`src/rtl/rlpc_cfg.svh`:
```
// Purpose: offsets, field positions, reset values and timing counts of the color led controller
// Assumes: 100 MHz system clock
// Notes:   definitions only
`ifndef RLPC_CFG_SVH
`define RLPC_CFG_SVH

`define RLPC_CTRL_ADDR      8'h00
`define RLPC_COLOR_ADDR     8'h01

`define RLPC_CTRL_RESET     8'h20
`define RLPC_COLOR_RESET    8'h00
// bits 4 and 0 of the control register are not implemented
`define RLPC_CTRL_MASK      8'hee

`define RLPC_BIT_PWM_SEL    7
`define RLPC_BIT_OUT_EN     6
`define RLPC_BIT_MODE_SEL   5

`define RLPC_CLK_PERIOD_NS  10
`define RLPC_FRAME_US       50
`define RLPC_FRAME_CYCLES   ((`RLPC_FRAME_US * 1000) / `RLPC_CLK_PERIOD_NS)
// colour shares are counted in twelfths of the lit part of a frame
`define RLPC_SHARE_DIV      12
`define RLPC_BRIGHT_MAX     3'h7

`endif

```
`src/rtl/rlpc_pkg.sv`:
```
// Purpose: types shared by the color led controller
// Assumes: nothing
// Notes:   constants live in rlpc_cfg.svh
package rlpc_pkg;

    typedef struct packed {
        logic internal_pwm_select;
        logic color_outputs_enable;
        logic output_mode_select;
        logic rsv4;
        logic red_channel_enable;
        logic green_channel_enable;
        logic blue_channel_enable;
        logic rsv0;
    } rlpc_ctrl_t;

    typedef struct packed {
        logic [3:0] color_code;
        logic [2:0] bright_code;
        logic       overlap_select;
    } rlpc_color_t;

    typedef struct packed {
        logic [3:0] red;
        logic [3:0] green;
        logic [3:0] blue;
    } rlpc_share_t;

    typedef enum logic [1:0] {
        RLPC_DRIVE_OFF,
        RLPC_DRIVE_DIRECT,
        RLPC_DRIVE_OVERLAP,
        RLPC_DRIVE_SLOTS
    } rlpc_drive_t;

endpackage

```
`src/rtl/rlpc_channel.sv`:
```
// Purpose: one color output, lit while the frame count lies inside its window
// Assumes: window bounds and count share one clock
// Notes:   an empty window (end not above start) keeps the output off
module rlpc_channel #(
    parameter int CW = 13
) (
    input  wire logic          clk,        // system clock
    input  wire logic          reset_n,    // synchronous reset, active low
    input  wire logic          active,     // channel allowed to light
    input  wire logic [CW-1:0] win_start,  // first lit count
    input  wire logic [CW-1:0] win_end,    // first dark count after the window
    input  wire logic [CW-1:0] count,      // frame count
    output logic               led_on      // registered drive of the output
);
    logic next_led_on;

    always_comb begin
        next_led_on = active && (count >= win_start) && (count < win_end);
    end

    always_ff @(posedge clk) begin
        if (!reset_n) begin
            led_on <= 1'b0;
        end else begin
            led_on <= next_led_on;
        end
    end
endmodule

```
`src/rtl/rlpc_frame_timer.sv`:
```
// Purpose: frame counter that paces slots and duty of the color outputs
// Assumes: clear comes from same-clock logic
// Notes:   frame_start pulses on the cycle the count is back at zero after a wrap
module rlpc_frame_timer #(
    parameter int FRAME_CYCLES = 5000,
    parameter int CW           = 13
) (
    input  wire logic          clk,         // system clock
    input  wire logic          reset_n,     // synchronous reset, active low
    input  wire logic          clear,       // hold count at zero
    output logic [CW-1:0]      count,       // cycle within frame
    output logic               frame_start  // one-cycle pulse at each new frame
);
    localparam logic [CW-1:0] LAST = CW'(FRAME_CYCLES - 1);

    logic [CW-1:0] next_count;
    logic          next_frame_start;

    always_comb begin
        next_frame_start = 1'b0;
        if (clear) begin
            next_count = '0;
        end else if (count == LAST) begin
            next_count       = '0;
            next_frame_start = 1'b1;
        end else begin
            next_count = count + 1'b1;
        end
    end

    always_ff @(posedge clk) begin
        if (!reset_n) begin
            count       <= '0;
            frame_start <= 1'b0;
        end else begin
            count       <= next_count;
            frame_start <= next_frame_start;
        end
    end
endmodule

```
`src/rtl/rlpc_top.sv`:
```
// Purpose: register-driven pwm control of a three-channel color led output
// Assumes: register port driven from same-clock logic; 100 MHz clock
// Notes:   slot windows use whole twelfths of the frame, so a few cycles at frame end stay dark
//
// Summary of operation
// - mode bit high gives low-ohmic switches, low gives constant current sinks.
// - pwm select low clears internal pwm; output enable low turns all outputs off.
// - red, green, blue enable bits gate their own outputs.
// - colour register holds colour code 7:4, brightness 3:1, overlap select 0.
// - overlap select one means overlapping, zero means non-overlapping.
// - brightness codes give zero, then 1/64 doubling up to full on-time.
// - colour codes 0 to 6 give primaries, pairs and even white shares.
// - colour codes 7 to 15 give the mixed 25/50/75 percent shares.
// - colour code only matters in non-overlapping mode.
// - overlapping mode lights all enabled outputs together with one common duty.
// - non-overlapping mode splits each 50 us frame into separate colour slots.
// - reduced brightness shortens every slot, outputs stay dark for frame remainder.
// - outputs enabled without internal pwm follow the channel enables directly.
`include "rlpc_cfg.svh"

module rlpc_top #(
    parameter int FRAME_CYCLES = `RLPC_FRAME_CYCLES,
    parameter int CW           = $clog2(FRAME_CYCLES + 1)
) (
    input  wire logic       clk,          // system clock
    input  wire logic       reset_n,      // synchronous reset, active low
    input  wire logic [7:0] reg_addr,     // register address
    input  wire logic [7:0] reg_wdata,    // write data
    input  wire logic       reg_write,    // write strobe
    output logic      [7:0] reg_rdata,    // read data of reg_addr, one cycle later
    output logic            red_output,   // red drive, high = on
    output logic            green_output, // green drive, high = on
    output logic            blue_output,  // blue drive, high = on
    output logic            switch_mode   // high = switch, low = current sink
);
    localparam logic [CW-1:0] FRAME_LEN = CW'(FRAME_CYCLES);
    localparam logic [CW-1:0] UNIT_LEN  = CW'(FRAME_CYCLES / `RLPC_SHARE_DIV);
    localparam logic [CW-1:0] LAST      = CW'(FRAME_CYCLES - 1);

    rlpc_pkg::rlpc_ctrl_t  ctrl;
    rlpc_pkg::rlpc_ctrl_t  next_ctrl;
    rlpc_pkg::rlpc_color_t color;
    rlpc_pkg::rlpc_color_t next_color;
    logic [7:0]            next_reg_rdata;
    logic                  next_switch_mode;

    rlpc_pkg::rlpc_drive_t drive;
    rlpc_pkg::rlpc_share_t share;
    logic [2:0]            shift;
    logic [CW-1:0]         full_len;
    logic [CW-1:0]         unit_len;
    logic [CW+3:0]         prod_red;
    logic [CW+3:0]         prod_green;
    logic [CW+3:0]         prod_blue;
    logic [CW-1:0]         red_end;
    logic [CW-1:0]         green_end;
    logic [CW-1:0]         blue_end;
    logic [2:0]            ch_en;
    logic [2:0]            ch_active;
    logic [CW-1:0]         win_start [3];
    logic [CW-1:0]         win_end   [3];
    logic [2:0]            ch_out;
    logic [CW-1:0]         count;
    logic                  frame_start;

    // colour code to red/green/blue shares in twelfths
    function automatic rlpc_pkg::rlpc_share_t color_share(input logic [3:0] code);
        rlpc_pkg::rlpc_share_t s;
        s = '0;
        case (code)
            4'h0: s = '{4'hc, 4'h0, 4'h0};
            4'h1: s = '{4'h0, 4'hc, 4'h0};
            4'h2: s = '{4'h0, 4'h0, 4'hc};
            4'h3: s = '{4'h6, 4'h6, 4'h0};
            4'h4: s = '{4'h0, 4'h6, 4'h6};
            4'h5: s = '{4'h6, 4'h0, 4'h6};
            4'h6: s = '{4'h4, 4'h4, 4'h4};
            4'h7: s = '{4'h6, 4'h3, 4'h3};
            4'h8: s = '{4'h3, 4'h6, 4'h3};
            4'h9: s = '{4'h3, 4'h6, 4'h3};
            4'ha: s = '{4'h3, 4'h3, 4'h6};
            4'hb: s = '{4'h9, 4'h3, 4'h0};
            4'hc: s = '{4'h0, 4'h9, 4'h3};
            4'hd: s = '{4'h3, 4'h9, 4'h0};
            4'he: s = '{4'h0, 4'h3, 4'h9};
            4'hf: s = '{4'h3, 4'h0, 4'h9};
            default: s = '0;
        endcase
        return s;
    endfunction

    // register file
    always_comb begin
        next_ctrl  = ctrl;
        next_color = color;
        if (reg_write) begin
            case (reg_addr)
                `RLPC_CTRL_ADDR:  next_ctrl  = rlpc_pkg::rlpc_ctrl_t'(reg_wdata & `RLPC_CTRL_MASK);
                `RLPC_COLOR_ADDR: next_color = rlpc_pkg::rlpc_color_t'(reg_wdata);
                default: ;
            endcase
        end
        case (reg_addr)
            `RLPC_CTRL_ADDR:  next_reg_rdata = ctrl;
            `RLPC_COLOR_ADDR: next_reg_rdata = color;
            default:          next_reg_rdata = 8'h00;
        endcase
        next_switch_mode = ctrl.output_mode_select;
    end

    always_ff @(posedge clk) begin
        if (!reset_n) begin
            ctrl        <= rlpc_pkg::rlpc_ctrl_t'(`RLPC_CTRL_RESET);
            color       <= rlpc_pkg::rlpc_color_t'(`RLPC_COLOR_RESET);
            reg_rdata   <= 8'h00;
            switch_mode <= 1'(`RLPC_CTRL_RESET >> `RLPC_BIT_MODE_SEL);
        end else begin
            ctrl        <= next_ctrl;
            color       <= next_color;
            reg_rdata   <= next_reg_rdata;
            switch_mode <= next_switch_mode;
        end
    end

    // drive selection and slot windows
    always_comb begin
        if (!ctrl.color_outputs_enable) begin
            drive = rlpc_pkg::RLPC_DRIVE_OFF;
        end else if (!ctrl.internal_pwm_select) begin
            drive = rlpc_pkg::RLPC_DRIVE_DIRECT;
        end else if (color.overlap_select) begin
            drive = rlpc_pkg::RLPC_DRIVE_OVERLAP;
        end else begin
            drive = rlpc_pkg::RLPC_DRIVE_SLOTS;
        end

        shift = `RLPC_BRIGHT_MAX - color.bright_code;
        if (color.bright_code == 3'h0) begin
            full_len = '0;
            unit_len = '0;
        end else begin
            full_len = FRAME_LEN >> shift;
            unit_len = UNIT_LEN >> shift;
        end

        share      = color_share(color.color_code);
        prod_red   = {4'h0, unit_len} * share.red;
        prod_green = {4'h0, unit_len} * share.green;
        prod_blue  = {4'h0, unit_len} * share.blue;
        red_end    = prod_red[CW-1:0];
        green_end  = red_end + prod_green[CW-1:0];
        blue_end   = green_end + prod_blue[CW-1:0];

        ch_en = {ctrl.blue_channel_enable, ctrl.green_channel_enable, ctrl.red_channel_enable};
        for (int i = 0; i < 3; i++) begin
            win_start[i] = '0;
            win_end[i]   = '0;
        end
        ch_active = 3'h0;
        case (drive)
            rlpc_pkg::RLPC_DRIVE_OFF: begin
                ch_active = 3'h0;
            end
            rlpc_pkg::RLPC_DRIVE_DIRECT: begin
                // count is held at zero, so a full-frame window is steady on
                ch_active = ch_en;
                for (int i = 0; i < 3; i++) begin
                    win_end[i] = FRAME_LEN;
                end
            end
            rlpc_pkg::RLPC_DRIVE_OVERLAP: begin
                ch_active = ch_en;
                for (int i = 0; i < 3; i++) begin
                    win_end[i] = full_len;
                end
            end
            rlpc_pkg::RLPC_DRIVE_SLOTS: begin
                ch_active    = ch_en;
                win_end[0]   = red_end;
                win_start[1] = red_end;
                win_end[1]   = green_end;
                win_start[2] = green_end;
                win_end[2]   = blue_end;
            end
            default: begin
                ch_active = 3'h0;
            end
        endcase
    end

    rlpc_frame_timer #(
        .FRAME_CYCLES (FRAME_CYCLES),
        .CW           (CW)
    ) u_timer (
        .clk         (clk),
        .reset_n     (reset_n),
        .clear       (!ctrl.internal_pwm_select),
        .count       (count),
        .frame_start (frame_start)
    );

    for (genvar g = 0; g < 3; g++) begin : gen_ch
        rlpc_channel #(
            .CW (CW)
        ) u_ch (
            .clk       (clk),
            .reset_n   (reset_n),
            .active    (ch_active[g]),
            .win_start (win_start[g]),
            .win_end   (win_end[g]),
            .count     (count),
            .led_on    (ch_out[g])
        );
    end

    assign red_output   = ch_out[0];
    assign green_output = ch_out[1];
    assign blue_output  = ch_out[2];

    property p_mode_follows_write;
        @(posedge clk) disable iff (!reset_n)
        (reg_write && reg_addr == `RLPC_CTRL_ADDR)
            |-> ##2 switch_mode == $past(reg_wdata[`RLPC_BIT_MODE_SEL], 2);
    endproperty
    a_mode_follows_write: assert property (p_mode_follows_write) else $error("switch mode not from control write");

    property p_all_off;
        @(posedge clk) disable iff (!reset_n)
        !ctrl.color_outputs_enable |=> !red_output && !green_output && !blue_output;
    endproperty
    a_all_off: assert property (p_all_off) else $error("output lit while outputs disabled");

    property p_pwm_cleared;
        @(posedge clk) disable iff (!reset_n)
        !ctrl.internal_pwm_select |=> count == '0 && !frame_start;
    endproperty
    a_pwm_cleared: assert property (p_pwm_cleared) else $error("frame count runs with pwm deselected");

    property p_red_gate;
        @(posedge clk) disable iff (!reset_n)
        !ctrl.red_channel_enable |=> !red_output;
    endproperty
    a_red_gate: assert property (p_red_gate) else $error("red lit while its enable is low");

    property p_direct_on;
        @(posedge clk) disable iff (!reset_n)
        (drive == rlpc_pkg::RLPC_DRIVE_DIRECT) |=> red_output == $past(ctrl.red_channel_enable)
            && blue_output == $past(ctrl.blue_channel_enable);
    endproperty
    a_direct_on: assert property (p_direct_on) else $error("direct drive does not follow enables");

    property p_slots_apart;
        @(posedge clk) disable iff (!reset_n)
        (drive == rlpc_pkg::RLPC_DRIVE_SLOTS) |=> $onehot0({red_output, green_output, blue_output});
    endproperty
    a_slots_apart: assert property (p_slots_apart) else $error("colour slots overlap");

    property p_overlap_together;
        @(posedge clk) disable iff (!reset_n)
        (drive == rlpc_pkg::RLPC_DRIVE_OVERLAP && &ch_en && count < full_len)
            |=> red_output && green_output && blue_output;
    endproperty
    a_overlap_together: assert property (p_overlap_together) else $error("overlap outputs not on together");

    property p_frame_wrap;
        @(posedge clk) disable iff (!reset_n)
        (ctrl.internal_pwm_select && count == LAST) ##1 ctrl.internal_pwm_select
            |-> count == '0 && frame_start;
    endproperty
    a_frame_wrap: assert property (p_frame_wrap) else $error("frame does not restart after last count");

    property p_dark_tail;
        @(posedge clk) disable iff (!reset_n)
        (drive == rlpc_pkg::RLPC_DRIVE_SLOTS && count >= blue_end)
            |=> !red_output && !green_output && !blue_output;
    endproperty
    a_dark_tail: assert property (p_dark_tail) else $error("output lit after shortened slots");

    property p_zero_bright;
        @(posedge clk) disable iff (!reset_n)
        (ctrl.internal_pwm_select && color.bright_code == 3'h0)
            |=> !red_output && !green_output && !blue_output;
    endproperty
    a_zero_bright: assert property (p_zero_bright) else $error("output lit at brightness zero");

    property p_red_full;
        @(posedge clk) disable iff (!reset_n)
        (drive == rlpc_pkg::RLPC_DRIVE_SLOTS && color.color_code == 4'h0 && ctrl.red_channel_enable
            && color.bright_code == `RLPC_BRIGHT_MAX && count < UNIT_LEN * `RLPC_SHARE_DIV)
            |=> red_output && !green_output;
    endproperty
    a_red_full: assert property (p_red_full) else $error("red colour code does not fill the frame");
endmodule

```
`config.mk`:
```
export PLATFORM = sky130hd
export DESIGN_NAME = rlpc_top
export DESIGN_NICKNAME = d
export VERILOG_FILES = /design/src/rtl/rlpc_pkg.sv /design/src/rtl/rlpc_channel.sv /design/src/rtl/rlpc_frame_timer.sv /design/src/rtl/rlpc_top.sv
export VERILOG_INCLUDE_DIRS = /design/src /design/src/rtl
export SDC_FILE = /design/constraint.sdc
export NUM_CORES = 1
export LEC_CHECK = 0
export BUFFER_PORTS_ARGS = -buffer_cell sky130_fd_sc_hd__buf_2
export CORE_MARGIN = 8
export CORE_UTILIZATION = 65
export CTS_BUF_LIST = sky130_fd_sc_hd__clkbuf_2 sky130_fd_sc_hd__clkbuf_4 sky130_fd_sc_hd__clkbuf_8
export DETAILED_ROUTE_END_ITERATION = 12
export PLACE_DENSITY = 0.79
export SYNTH_ARGS = -nofsm -noshare
export SYNTH_HDL_FRONTEND = slang
export SYNTH_SLANG_ARGS = --single-unit
export TNS_END_PERCENT = 20
```
`constraint.sdc`:
```
create_clock -name clk -period 11.2 [get_ports clk]
set_clock_uncertainty 0.1 [all_clocks]
set_input_delay 2.24 -clock clk [delete_from_list [all_inputs] [get_ports clk]]
set_output_delay 2.24 -clock clk [all_outputs]
set_load 0.05 [all_outputs]
```
# After elaboration in Yosys (flattened, before gate mapping)

Memories as Yosys holds them, arrays and structs flattened. A register that Yosys moved wholly into a read port is not among the register bits.
Cells that the tools add are included.

Output and inout port bits: 12
Register bits: 39
Memory bits (read-only): 192
Memories: 1

Bitwise operators: 2
Mux-type cells: 11
Reductions and logical operators: 13
$add $sub $neg: 4
$mul: 3
Eq/ne operators: 5
Shift operators: 2
Magnitude comparators: 6

Memory list:

| name            | words | bits a word | rd ports | clocked after memory_dff | write ports | RTL line       | source |
|---|---|---|---|---|---|---|---|
| (no name shown) | 16    | 12          | 1        | 1                        | 0           | rlpc_top.sv:70 | `case (code)` |

Operators by type and width:

| operator                                              | number |
|---|---|
| one-hot mux 39 bit (3 select lines)                   | 1 |
| less-than comparator 13 bit                           | 3 |
| multiplier 13 x 4 -> 13 bit                           | 3 |
| adder 13 bit                                          | 2 |
| >= comparator 13 bit                                  | 2 |
| two-way mux 13 bit                                    | 2 |
| two-way mux 26 bit                                    | 1 |
| one-hot mux 8 bit (2 select lines)                    | 1 |
| adder 13 x 1 -> 13 bit (second input constant)        | 1 |
| equality test 13 bit (second input constant)          | 1 |
| >= comparator 13 x 1 -> 1 bit (second input constant) | 1 |
| right shift 13 x 3 -> 13 bit (first input constant)   | 1 |
| right shift 9 x 3 -> 13 bit (first input constant)    | 1 |
| equality test 8 x 1 -> 1 bit (second input constant)  | 1 |
| zero test 8 bit                                       | 1 |
| two-way mux 4 bit                                     | 2 |
| logical AND 1 bit                                     | 6 |
| one-hot mux 3 bit (2 select lines)                    | 1 |
| OR reduction 3 bit                                    | 2 |
| equality test 2 bit (second input constant)           | 2 |
| two-way mux 2 bit                                     | 2 |
| AND reduction 2 bit                                   | 2 |
| zero test 3 bit                                       | 1 |
| subtractor 3 bit (first input constant)               | 1 |
| other kinds (4)                                       | 5 |

# Logic depth before layout (Yosys ltp)

Gate-level depths: netlist of the first run.

Word-level depth: 9
Mapped depth: 40
Gate-level depth less buffers: 38

# By module

From an unflattened synthesis of the first run, not the netlist that was laid out.

Cells, all modules: 1,089
Area total of the unflattened synthesis: 8,424.3 µm²

By module, submodules not included:

| module           | seq. area each (µm²) | cells an instance | times used | area an instance (µm²) |
|---|---|---|---|---|
| rlpc_top         | 700.7                | 753               | 1          | 5,901.9 |
| rlpc_channel     | 20.0                 | 90                | 3          | 639.4 |
| rlpc_frame_timer | 280.3                | 66                | 1          | 604.3 |

# Worst setup path before layout of the first run

OpenSTA, ideal clock, no wires.

Path kind: register to register
From: reg color[1] (netlist bit)
To: reg gen_ch[2].u_ch.led_on
Path buffers: 2
Period minus slack after synthesis: 8.268 ns
Path slack: 2.932 ns
Required time: 10.969 ns
Data arrival time: 8.036 ns
Setup time: 0.131 ns
Stages on the path, launching flop included: 40
Path through: dfxtp_1 > inv_1 > ha_1 > clkbuf_1 > nor2_1 > nand2_1 > nand2_1 > clkbuf_1 > nand2_1 > fa_1 > inv_1 > fa_1 > inv_1 > fa_1 > nand2b_1 > a21oi_1 > a21boi_0 > o21ai_0 > (+4 left out) > ha_1 > a21o_1 > a31oi_1 > xnor2_1 > inv_1 > fa_1 > inv_1 > ha_1 > or3_1 > o21ai_0 > a31oi_1 > xnor2_1 > xnor2_1 > a22oi_1 > ha_1 > nand4_1 > a2111oi_0 > nor3_1

Word-level cells in the longest chain between the ends: 9
Elaborated cells between the ends (all ways): 17

RTL lines:

| what                                                                        | RTL line                            | source |
|---|---|---|
| start: declaration                                                          | rlpc_top.sv:42                      | `rlpc_pkg::rlpc_color_t color;` |
| start signal: assignment                                                    | rlpc_top.sv:114                     | `` color <= rlpc_pkg::rlpc_color_t'(`RLPC_COLOR_RESET); `` |
| start signal: assignment                                                    | rlpc_top.sv:119                     | `color <= next_color;` |
| subtractor 3 bit (no line)                                                  | n/a                                 |  |
| right shift 9 x 3 -> 13 bit                                                 | rlpc_top.sv:143                     | `unit_len = UNIT_LEN >> shift;` |
| two-way mux 13 bit                                                          | rlpc_top.sv:138                     | `if (color.bright_code == 3'h0) begin` |
| multiplier 13 x 4 -> 13 bit, on equally long branches                       | rlpc_top.sv:147, rlpc_top.sv:148    |  |
| adder 13 bit                                                                | rlpc_top.sv:151                     | `green_end = red_end + prod_green[CW-1:0];` |
| adder 13 bit or two-way mux 26 bit (tied branches)                          | rlpc_top.sv:152, rlpc_top.sv:160    |  |
| one-hot mux 39 bit (3 select lines) or >= comparator 13 bit (tied branches) | rlpc_top.sv:160, rlpc_channel.sv:18 |  |
| less-than comparator 13 bit or logical AND 1 bit (tied branches)            | rlpc_channel.sv:18                  | `next_led_on = active && (count >= win_start) && (count < win_end);` |
| logical AND 1 bit *                                                         | rlpc_channel.sv:18                  |  |
| end signal: assignment                                                      | rlpc_channel.sv:25                  | `led_on <= next_led_on;` |
| end: declaration                                                            | rlpc_channel.sv:13                  | `output logic led_on` |

Every way passes the cells marked *; elsewhere a longest branch is shown, timed or not.
A chain may end at the register's enable or synchronous reset.

# Worst setup path after layout of the first run

From: reg color[2] (netlist bit)
To: reg gen_ch[2].u_ch.led_on

The elaborated chain is that of the path after synthesis.

==> metrics.csv, run 1 <==
stage;metric;value;unit
routing;via count;6728;
placed_design;Port-buffer cells;30;
setup_path;max incr delay on CP;0.70;ns
setup_path;Max FO, Critical Path;15;
setup_path;R2R depth;37;
yosys;Mean Syn Cell Area;7.91;sq um
sta;fmax;106;MHz
sta;Setup Viol. Count Final;0;
floorplanning;die height;126;um
setup_path;Startpoint Class;register;
cts;Sink Count;51;
final_layout;commonest non-fill, non-tap cell in the layout;ha_1;
final_layout;commonest non-fill, non-tap cells in the layout;ha_1 (132), nand2_1 (131), inv_1 (119);
global_routing;initial antenna violation count;0;
global_routing;Overflow after GRT;0;
setup_path;Crit Path Class;reg2reg;
routing;Routed WL per cell;16.5;um
routing;initial DRC count;538;
cts;cts-stage hold buffer count;0;
placed_design;HPWL Detailed;15.2;mm
routing;Remaining DRCs;0;
yosys;Synth Area in Simple Gates;0.223;
min_path;hold-critical path depth;2;
power;leakage;0.00405;uW
min_path;HP Class;reg2reg;
min_path;Worst Hold Endpoint;ch_en[1];
cts;CTS tree;yes;
yosys;multiplexer fraction of the synthesized cell area;0.00769;
cts;clk root buf;clkbuf_8;
final_layout;diode count;0;
yosys;Netlist cell types;60;
placed_design;post-place setup slack;1.91;ns
sta;RSZ-0062 raised after global routing;no;
floorplanning;CORE AREA;0.0119;sq mm
global_routing;gr usage total;0.241;
routing;TritonRoute pass-1 iters;5;
sta;final setup TNS;0;ns
power;VDD IR-drop max;0.0000746;V
sta;Rel. slew slack;0.356;
yosys;Synth Area in Adders;0.370;
global_routing;vias in the first global route;6375;
cts;CTS clk-pin slew, worst paths;0.11;ns
final_layout;final core occ;0.686;
routing;post-route antenna net violation count;0;
sta;Period Utilization, post-route;0.843;
routing;DR vias/cell;5.91;
final_layout;Finished Layout Cells;1139;
placed_design;RD Place Congestion;0.944;
cts;cts repair resizes;0;
min_path;worst hold path startpoint;ch_en[1];
sta;Period minus WS final;9.44;ns
job;Max-cap violations;0;
floorplanning;Initial Utilization;0.659;
final_layout;proportion of layout cells with a drive suffix above 1;0.0565;
floorplanning;DIE WIDTH;126;um
sta;Tightest Pin Transition;0.942;ns
yosys;Yosys warning count;0;
setup_path;reg2reg start;color[2];
cts;Max clock buf depth;2;
yosys;Net Count, Synth;1201;
sta;Worst Hold Slack;0.399;ns
yosys;Yosys reg bits;51;
outcome;status;finished, final reports clean;
yosys;Post-synth EDFFs;0;
final_layout;Area Overhead vs Synth;4.15;%
placed_design;Placed Cells;1131;
setup_path;slowest stage cell, crit path;dfxtp_1;
yosys;Synth Flop Type;dfxtp_1;
cts;H-tree Lvls;2;
setup_path;WP data required;11.31;ns
yosys;top-area cell type share of the netlist area;0.211;
yosys;xor/xnor share of the synthesized area;0.0426;
setup_path;CP endpoint kind;register;
floorplanning;num rows;40;
floorplanning;die area;0.0158;sq mm
global_routing;global-route wire length before repair;31.4;mm
yosys;mapped cell area;0.00781;sq mm
setup_path;CP most frequent cell;inv_1;
setup_path;CP arrival;9.55;ns
cts;Num CTS Buffers;5;
yosys;Seq/Total Area, Yosys;0.131;
yosys;Synth area leaders;ha_1 (21%), fa_1 (16%), dfxtp_1 (13%);
yosys;Synth Area in Compound Gates;0.147;
yosys;Synth Instances;988;
yosys;Synth area leader;ha_1;
final_layout;fin nets;1204;
power;Power Density;38.1;mW/mm^2
yosys;Post-synth ARST share;0;
setup_path;Reg2Reg Capture Point;gen_ch[2].u_ch.led_on;
floorplanning;I/O pin count;31;
setup_path;FF-to-FF setup slack;1.76;ns
sta;Slew Viols, Final;0;
sta;final setup margin;1.76;ns
sta;Final Hold Fails;0;
cts;worst skew pair latency;0.33;ns
global_routing;largest net degree at the start of global routing;28;
yosys;largest family of logic cells by synthesized area;adder cells;
cts;Setup Fix Bufs, Post-CTS;0;
routing;drt total wl;18.7;mm
-- where the power goes --
group	switching, uW	internal (uW)	leakage [uW]
registers	0.417	181	0.000411
logic	4.71	3.93	0.00358
clock network	71.5	47.6	0.0000519
-- synthesized netlist by cell type, types with 8 or more instances --
| library cell | count |
|---|---|
| o21ai_1 | 8 |
| inv_1 | 119 |
| a21boi_0 | 10 |
| nand4_1 | 13 |
| nand3_1 | 29 |
| ha_1 | 132 |
| xnor2_1 | 26 |
| fa_1 | 62 |
| nand2b_1 | 19 |
| nand2_1 | 131 |
| dfxtp_1 | 51 |
| clkbuf_1 | 29 |
| a21o_1 | 17 |
| nor2b_1 | 18 |
| a21oi_1 | 60 |
| o21ai_0 | 33 |
| xor2_1 | 12 |
| and3_1 | 24 |
| nor2_1 | 53 |
| and2_1 | 41 |
| nor3_1 | 12 |
-- metrics by stage --
| stage | total power (uW) | area, sq um |
|---|---|---|
| 6_report | 310 | 8140 |
| 5_1_grt | 320 | 8140 |
| 4_1_cts | 313 | 8140 |
| 3_5_place_dp | 195 | 8030 |
| 3_3_place_gp | 194 | 8030 |
| 2_1_floorplan | 190 | 7810 |
-- state kept, by name, summed over array words and instances (netlist names) --
register	flops
u_timer.count	13
ctrl	2
color	8
reg_rdata	8
switch_mode	1
ch_en	3
gen_ch.u_ch.led_on	3
share	12
next_switch_mode	1
-- worst max-delay path by stage --
| stage | slack (ns) | startpoint | endpoint |
|---|---|---|---|
| 2_1_floorplan | 2.93 | color[1] | gen_ch[2].u_ch.led_on |
| 4_1_cts | 1.88 | color[2] | gen_ch[2].u_ch.led_on |
| 3_3_place_gp | 2.25 | color[2] | gen_ch[2].u_ch.led_on |
| 6_report | 1.76 | color[2] | gen_ch[2].u_ch.led_on |
| 3_5_place_dp | 1.91 | color[2] | gen_ch[2].u_ch.led_on |
| 5_1_grt | 1.14 | color[2] | gen_ch[2].u_ch.led_on |
-- metal layers --
metal,vias up,global-route usage,share of wire
met5,-,0,0
met4,0,0.0638,0.022
li1,3326,-,-
met2,195,0.403,0.47
met1,3178,0.320,0.45
met3,29,0.0325,0.059
-- critical path, delay by kind of cell, from the launching register on --
kind                     cells  cell delay (ns)
AND/OR/NAND/NOR              8             1.69
adder cells (fa/ha/maj)      9             3.85
flip-flops                   1             0.70
buffers and inverters        7             0.67
AO/OA/AOI/OAI                9             1.57
XOR/XNOR                     4             0.75
-- final cells by class --
cell class                 instances  area (sq um)
multi-input combinational        776          6180
fill                            1048          3730
sequential                        51          1020
inverter                         121           454
timing repair buffer              36           195
tap                              147           184
clock buffer                       5          68.8
clock inverter                     3          33.8
-- logic make-up after synthesis --
family	Yosys count
compound gates	182
buf+inv	161
fa+ha+maj	194
simple gates	356
mux	6
xor+xnor	38
flops	51
Power figures use the tool's default switching activity.
==> inputs of run 2 (changes only) <==
--- a/config.mk
+++ b/config.mk
@@ -6,6 +6,7 @@
 export SDC_FILE = /design/constraint.sdc
 export NUM_CORES = 1
 export LEC_CHECK = 0
+export ABC_AREA = 1
 export BUFFER_PORTS_ARGS = -buffer_cell sky130_fd_sc_hd__buf_2
 export CORE_MARGIN = 8
 export CORE_UTILIZATION = 65
==> constraint.sdc (replaced) <==
create_clock -name clk -period 9.55 [get_ports clk]
set_clock_uncertainty 0.1 [all_clocks]
set_input_delay 1.91 -clock clk [delete_from_list [all_inputs] [get_ports clk]]
set_output_delay 1.91 -clock clk [all_outputs]
set_load 0.05 [all_outputs]
==> run 2 against run 1 <==
  * Utilization increased by 0.71 points
  * Flip-flop and latch count unchanged
  * Total power increased by 18%
  * Cell area increased by 1.9%
  * Setup slack got worse by 0.90 ns
  * Non-clock buffer count decreased by 2
  * Combinational power increased by 57%
  * Fmax increased by 8.7%
  * Global-route usage increased by 2.0 points
  * Sequential power increased by 17%
  * Largest power group unchanged
==> metrics.csv, run 2 <==
stage;metric;value;unit
outcome;status;finished, final reports clean;
yosys;top-area cell type share of the netlist area;0.209;
yosys;Post-synth ARST share;0;
floorplanning;CORE AREA;0.0120;sq mm
setup_path;slowest stage cell, crit path;a21oi_1;
setup_path;Max FO, Critical Path;11;
floorplanning;die area;0.0160;sq mm
floorplanning;Initial Utilization;0.662;
power;Flop pwr share;0.583;
global_routing;initial antenna violation count;0;
floorplanning;die height;126;um
final_layout;max FFs per register;13;
global_routing;gr usage total;0.261;
cts;Max clock buf depth;2;
sta;Rel. slew slack;0.515;
final_layout;fin nets;1364;
floorplanning;DIE WIDTH;126;um
routing;drt total wl;20.4;mm
yosys;Yosys warning count;0;
final_layout;commonest non-fill, non-tap cells in the layout;nand2_1 (248), inv_1 (206), ha_1 (132);
global_routing;global-route wire length before repair;33.8;mm
setup_path;R2R depth;43;
routing;Remaining DRCs;0;
placed_design;Port-buffer cells;30;
setup_path;max incr delay on CP;0.58;ns
yosys;Synth Instances;1130;
setup_path;WP data required;9.73;ns
sta;fmax;115;MHz
floorplanning;num rows;40;
global_routing;Overflow after GRT;0;
sta;Slew Viols, Final;0;
cts;worst skew pair latency;0.34;ns
sta;Tightest Pin Transition;0.721;ns
yosys;Post-synth EDFFs;0;
placed_design;post-place setup slack;1.02;ns
routing;DR vias/cell;5.70;
final_layout;Finished Layout Cells;1299;
setup_path;crit path launch;color[2];
yosys;multiplexer fraction of the synthesized cell area;0;
power;power share of the combinational group;0.037;
global_routing;largest net degree at the start of global routing;33;
yosys;Synth Area in Adders;0.365;
yosys;Yosys reg bits;51;
setup_path;crit path to;gen_ch[2].u_ch.led_on;
yosys;largest family of logic cells by synthesized area;adder cells;
final_layout;diode count;0;
yosys;Netlist cell types;50;
cts;cts-stage hold buffer count;0;
setup_path;Crit Path Class;reg2reg;
sta;final setup margin;0.862;ns
setup_path;reg2reg start;color[2];
placed_design;HPWL Detailed;17.4;mm
cts;CTS tree;yes;
routing;Routed WL per cell;15.7;um
yosys;Synth area leader;ha_1;
sta;Period Utilization, post-route;0.910;
power;internal power;273;uW
final_layout;Reg area;0.00102;sq mm
yosys;Synth Area in Simple Gates;0.245;
power;Switching Share;0.254;
sta;RSZ-0062 raised after global routing;no;
routing;initial DRC count;660;
cts;Setup Fix Bufs, Post-CTS;0;
setup_path;FF-to-FF setup slack;0.86;ns
cts;CTS clk-pin slew, worst paths;0.11;ns
cts;Sink Count;51;
final_layout;Top reg by flops;u_timer.count;
floorplanning;I/O pin count;31;
yosys;Mean Syn Cell Area;7.01;sq um
setup_path;Startpoint Class;register;
job;Max-cap violations;0;
routing;via count;7407;
cts;Num CTS Buffers;5;
sta;Setup Viol. Count Final;0;
setup_path;CP most frequent cell;inv_1;
setup_path;CP arrival;8.87;ns
power;Clk pwr share;0.380;
setup_path;CP endpoint kind;register;
global_routing;vias in the first global route;6831;
cts;H-tree Lvls;2;
sta;final setup TNS;0;ns
yosys;Seq/Total Area, Yosys;0.129;
placed_design;RD Place Congestion;0.990;
yosys;cell with the most instances after synthesis;nand2_1;
power;sw power;93.0;uW
setup_path;Reg2Reg Capture Point;gen_ch[2].u_ch.led_on;
final_layout;commonest non-fill, non-tap cell in the layout;nand2_1;
sta;Final Hold Fails;0;
power;Power Density;44.2;mW/mm^2
yosys;Synth Area in Compound Gates;0.128;
yosys;Synth Flop Type;dfxtp_1;
yosys;mapped cell area;0.00792;sq mm
final_layout;Area Overhead vs Synth;4.71;%
final_layout;proportion of layout cells with a drive suffix above 1;0.0599;
power;VDD IR-drop max;0.000107;V
power;leakage;0.00441;uW
sta;Period minus WS final;8.69;ns
placed_design;Placed Cells;1291;
routing;post-route antenna net violation count;0;
yosys;commonest cells in the netlist;nand2_1 (248), inv_1 (206), ha_1 (132);
yosys;Synth area leaders;ha_1 (21%), fa_1 (16%), dfxtp_1 (13%);
cts;cts repair resizes;0;
cts;clk root buf;clkbuf_8;
min_path;HP Class;reg2reg;
yosys;xor/xnor share of the synthesized area;0.0199;
final_layout;area of the multi-input gates;0.00601;sq mm
yosys;Net Count, Synth;1343;
final_layout;# fillers;1091;
routing;TritonRoute pass-1 iters;5;
## run 2: changes by cell type after synthesis, sizes merged, moves of 13 or more
cell / before / now
clkbuf: 29 / 13
inv: 121 / 211
and3: 24 / 1
and2: 41 / 0
nor2: 53 / 115
nand2b: 19 / 0
nand3: 29 / 42
nand2: 132 / 252
a21oi: 60 / 89
xnor2: 26 / 9
nor2b: 18 / 0
## run 2: worst min path at each step
stage	to	from	slack, ns	cells after the start
finish	reg_rdata[5]	color[5]	0.37	2
global route	reg_rdata[4]	color[4]	0.39	2
CTS	reg_rdata[5]	color[5]	0.38	2
detailed placement	reg_rdata[5]	color[5]	0.36	2
global placement	reg_rdata[4]	color[4]	0.34	2
floorplan	reg_rdata[4]	color[4]	0.32	2
## run 2: logic make-up after synthesis
| family | count (synthesis) |
|---|---|
| xor+xnor | 18 |
| buf+inv | 232 |
| flops | 51 |
| fa+ha+maj | 194 |
| compound gates | 177 |
| simple gates | 458 |
## run 2: critical path: cells and delay by family, from the launching register on
| family | cells | cell delay (ns) |
|---|---|---|
| flops | 1 | 0.55 |
| buf+inv | 10 | 0.96 |
| compound gates | 8 | 2.11 |
| simple gates | 16 | 1.51 |
| fa+ha+maj | 9 | 3.41 |
## run 2: layout make-up
| class | instances | share of cell area |
|---|---|---|
| Clock buffer | 5 | 0.00830 |
| Clock inverter | 3 | 0.00347 |
| Multi-Input combinational cell | 847 | 0.725 |
| Sequential cell | 51 | 0.123 |
| Tap cell | 147 | 0.0222 |
| Timing Repair Buffer | 34 | 0.0217 |
| Inverter | 212 | 0.0965 |
## run 2: through the flow
step                total power (uW)  cell area (sq um)  hold slack, ns  utilization
global placement                 231               8190           0.340        0.685
CTS                              371               8290           0.378        0.693
floorplan                        226               7920           0.316            -
detailed placement               232               8190           0.356        0.685
finish                           366               8290           0.373        0.693
global route                     378               8290           0.395        0.693
## run 2: metal layers
metal  GRT usage  vias to the layer above  share of wire
met4      0.0764                        0          0.022
met5           0                        -              0
met3      0.0469                       22          0.091
met2       0.393                      302           0.43
li1            -                     3666              -
met1       0.371                     3417           0.46
## run 2: power by group through the flow
stage | combinational (uW) | clock, uW | sequential [uW]
global placement | 13.2 | 0 | 218
global route | 15.0 | 150 | 213
detailed placement | 13.4 | 0 | 218
floorplan | 7.64 | 0 | 218
finish | 13.6 | 139 | 213
CTS | 13.5 | 144 | 213
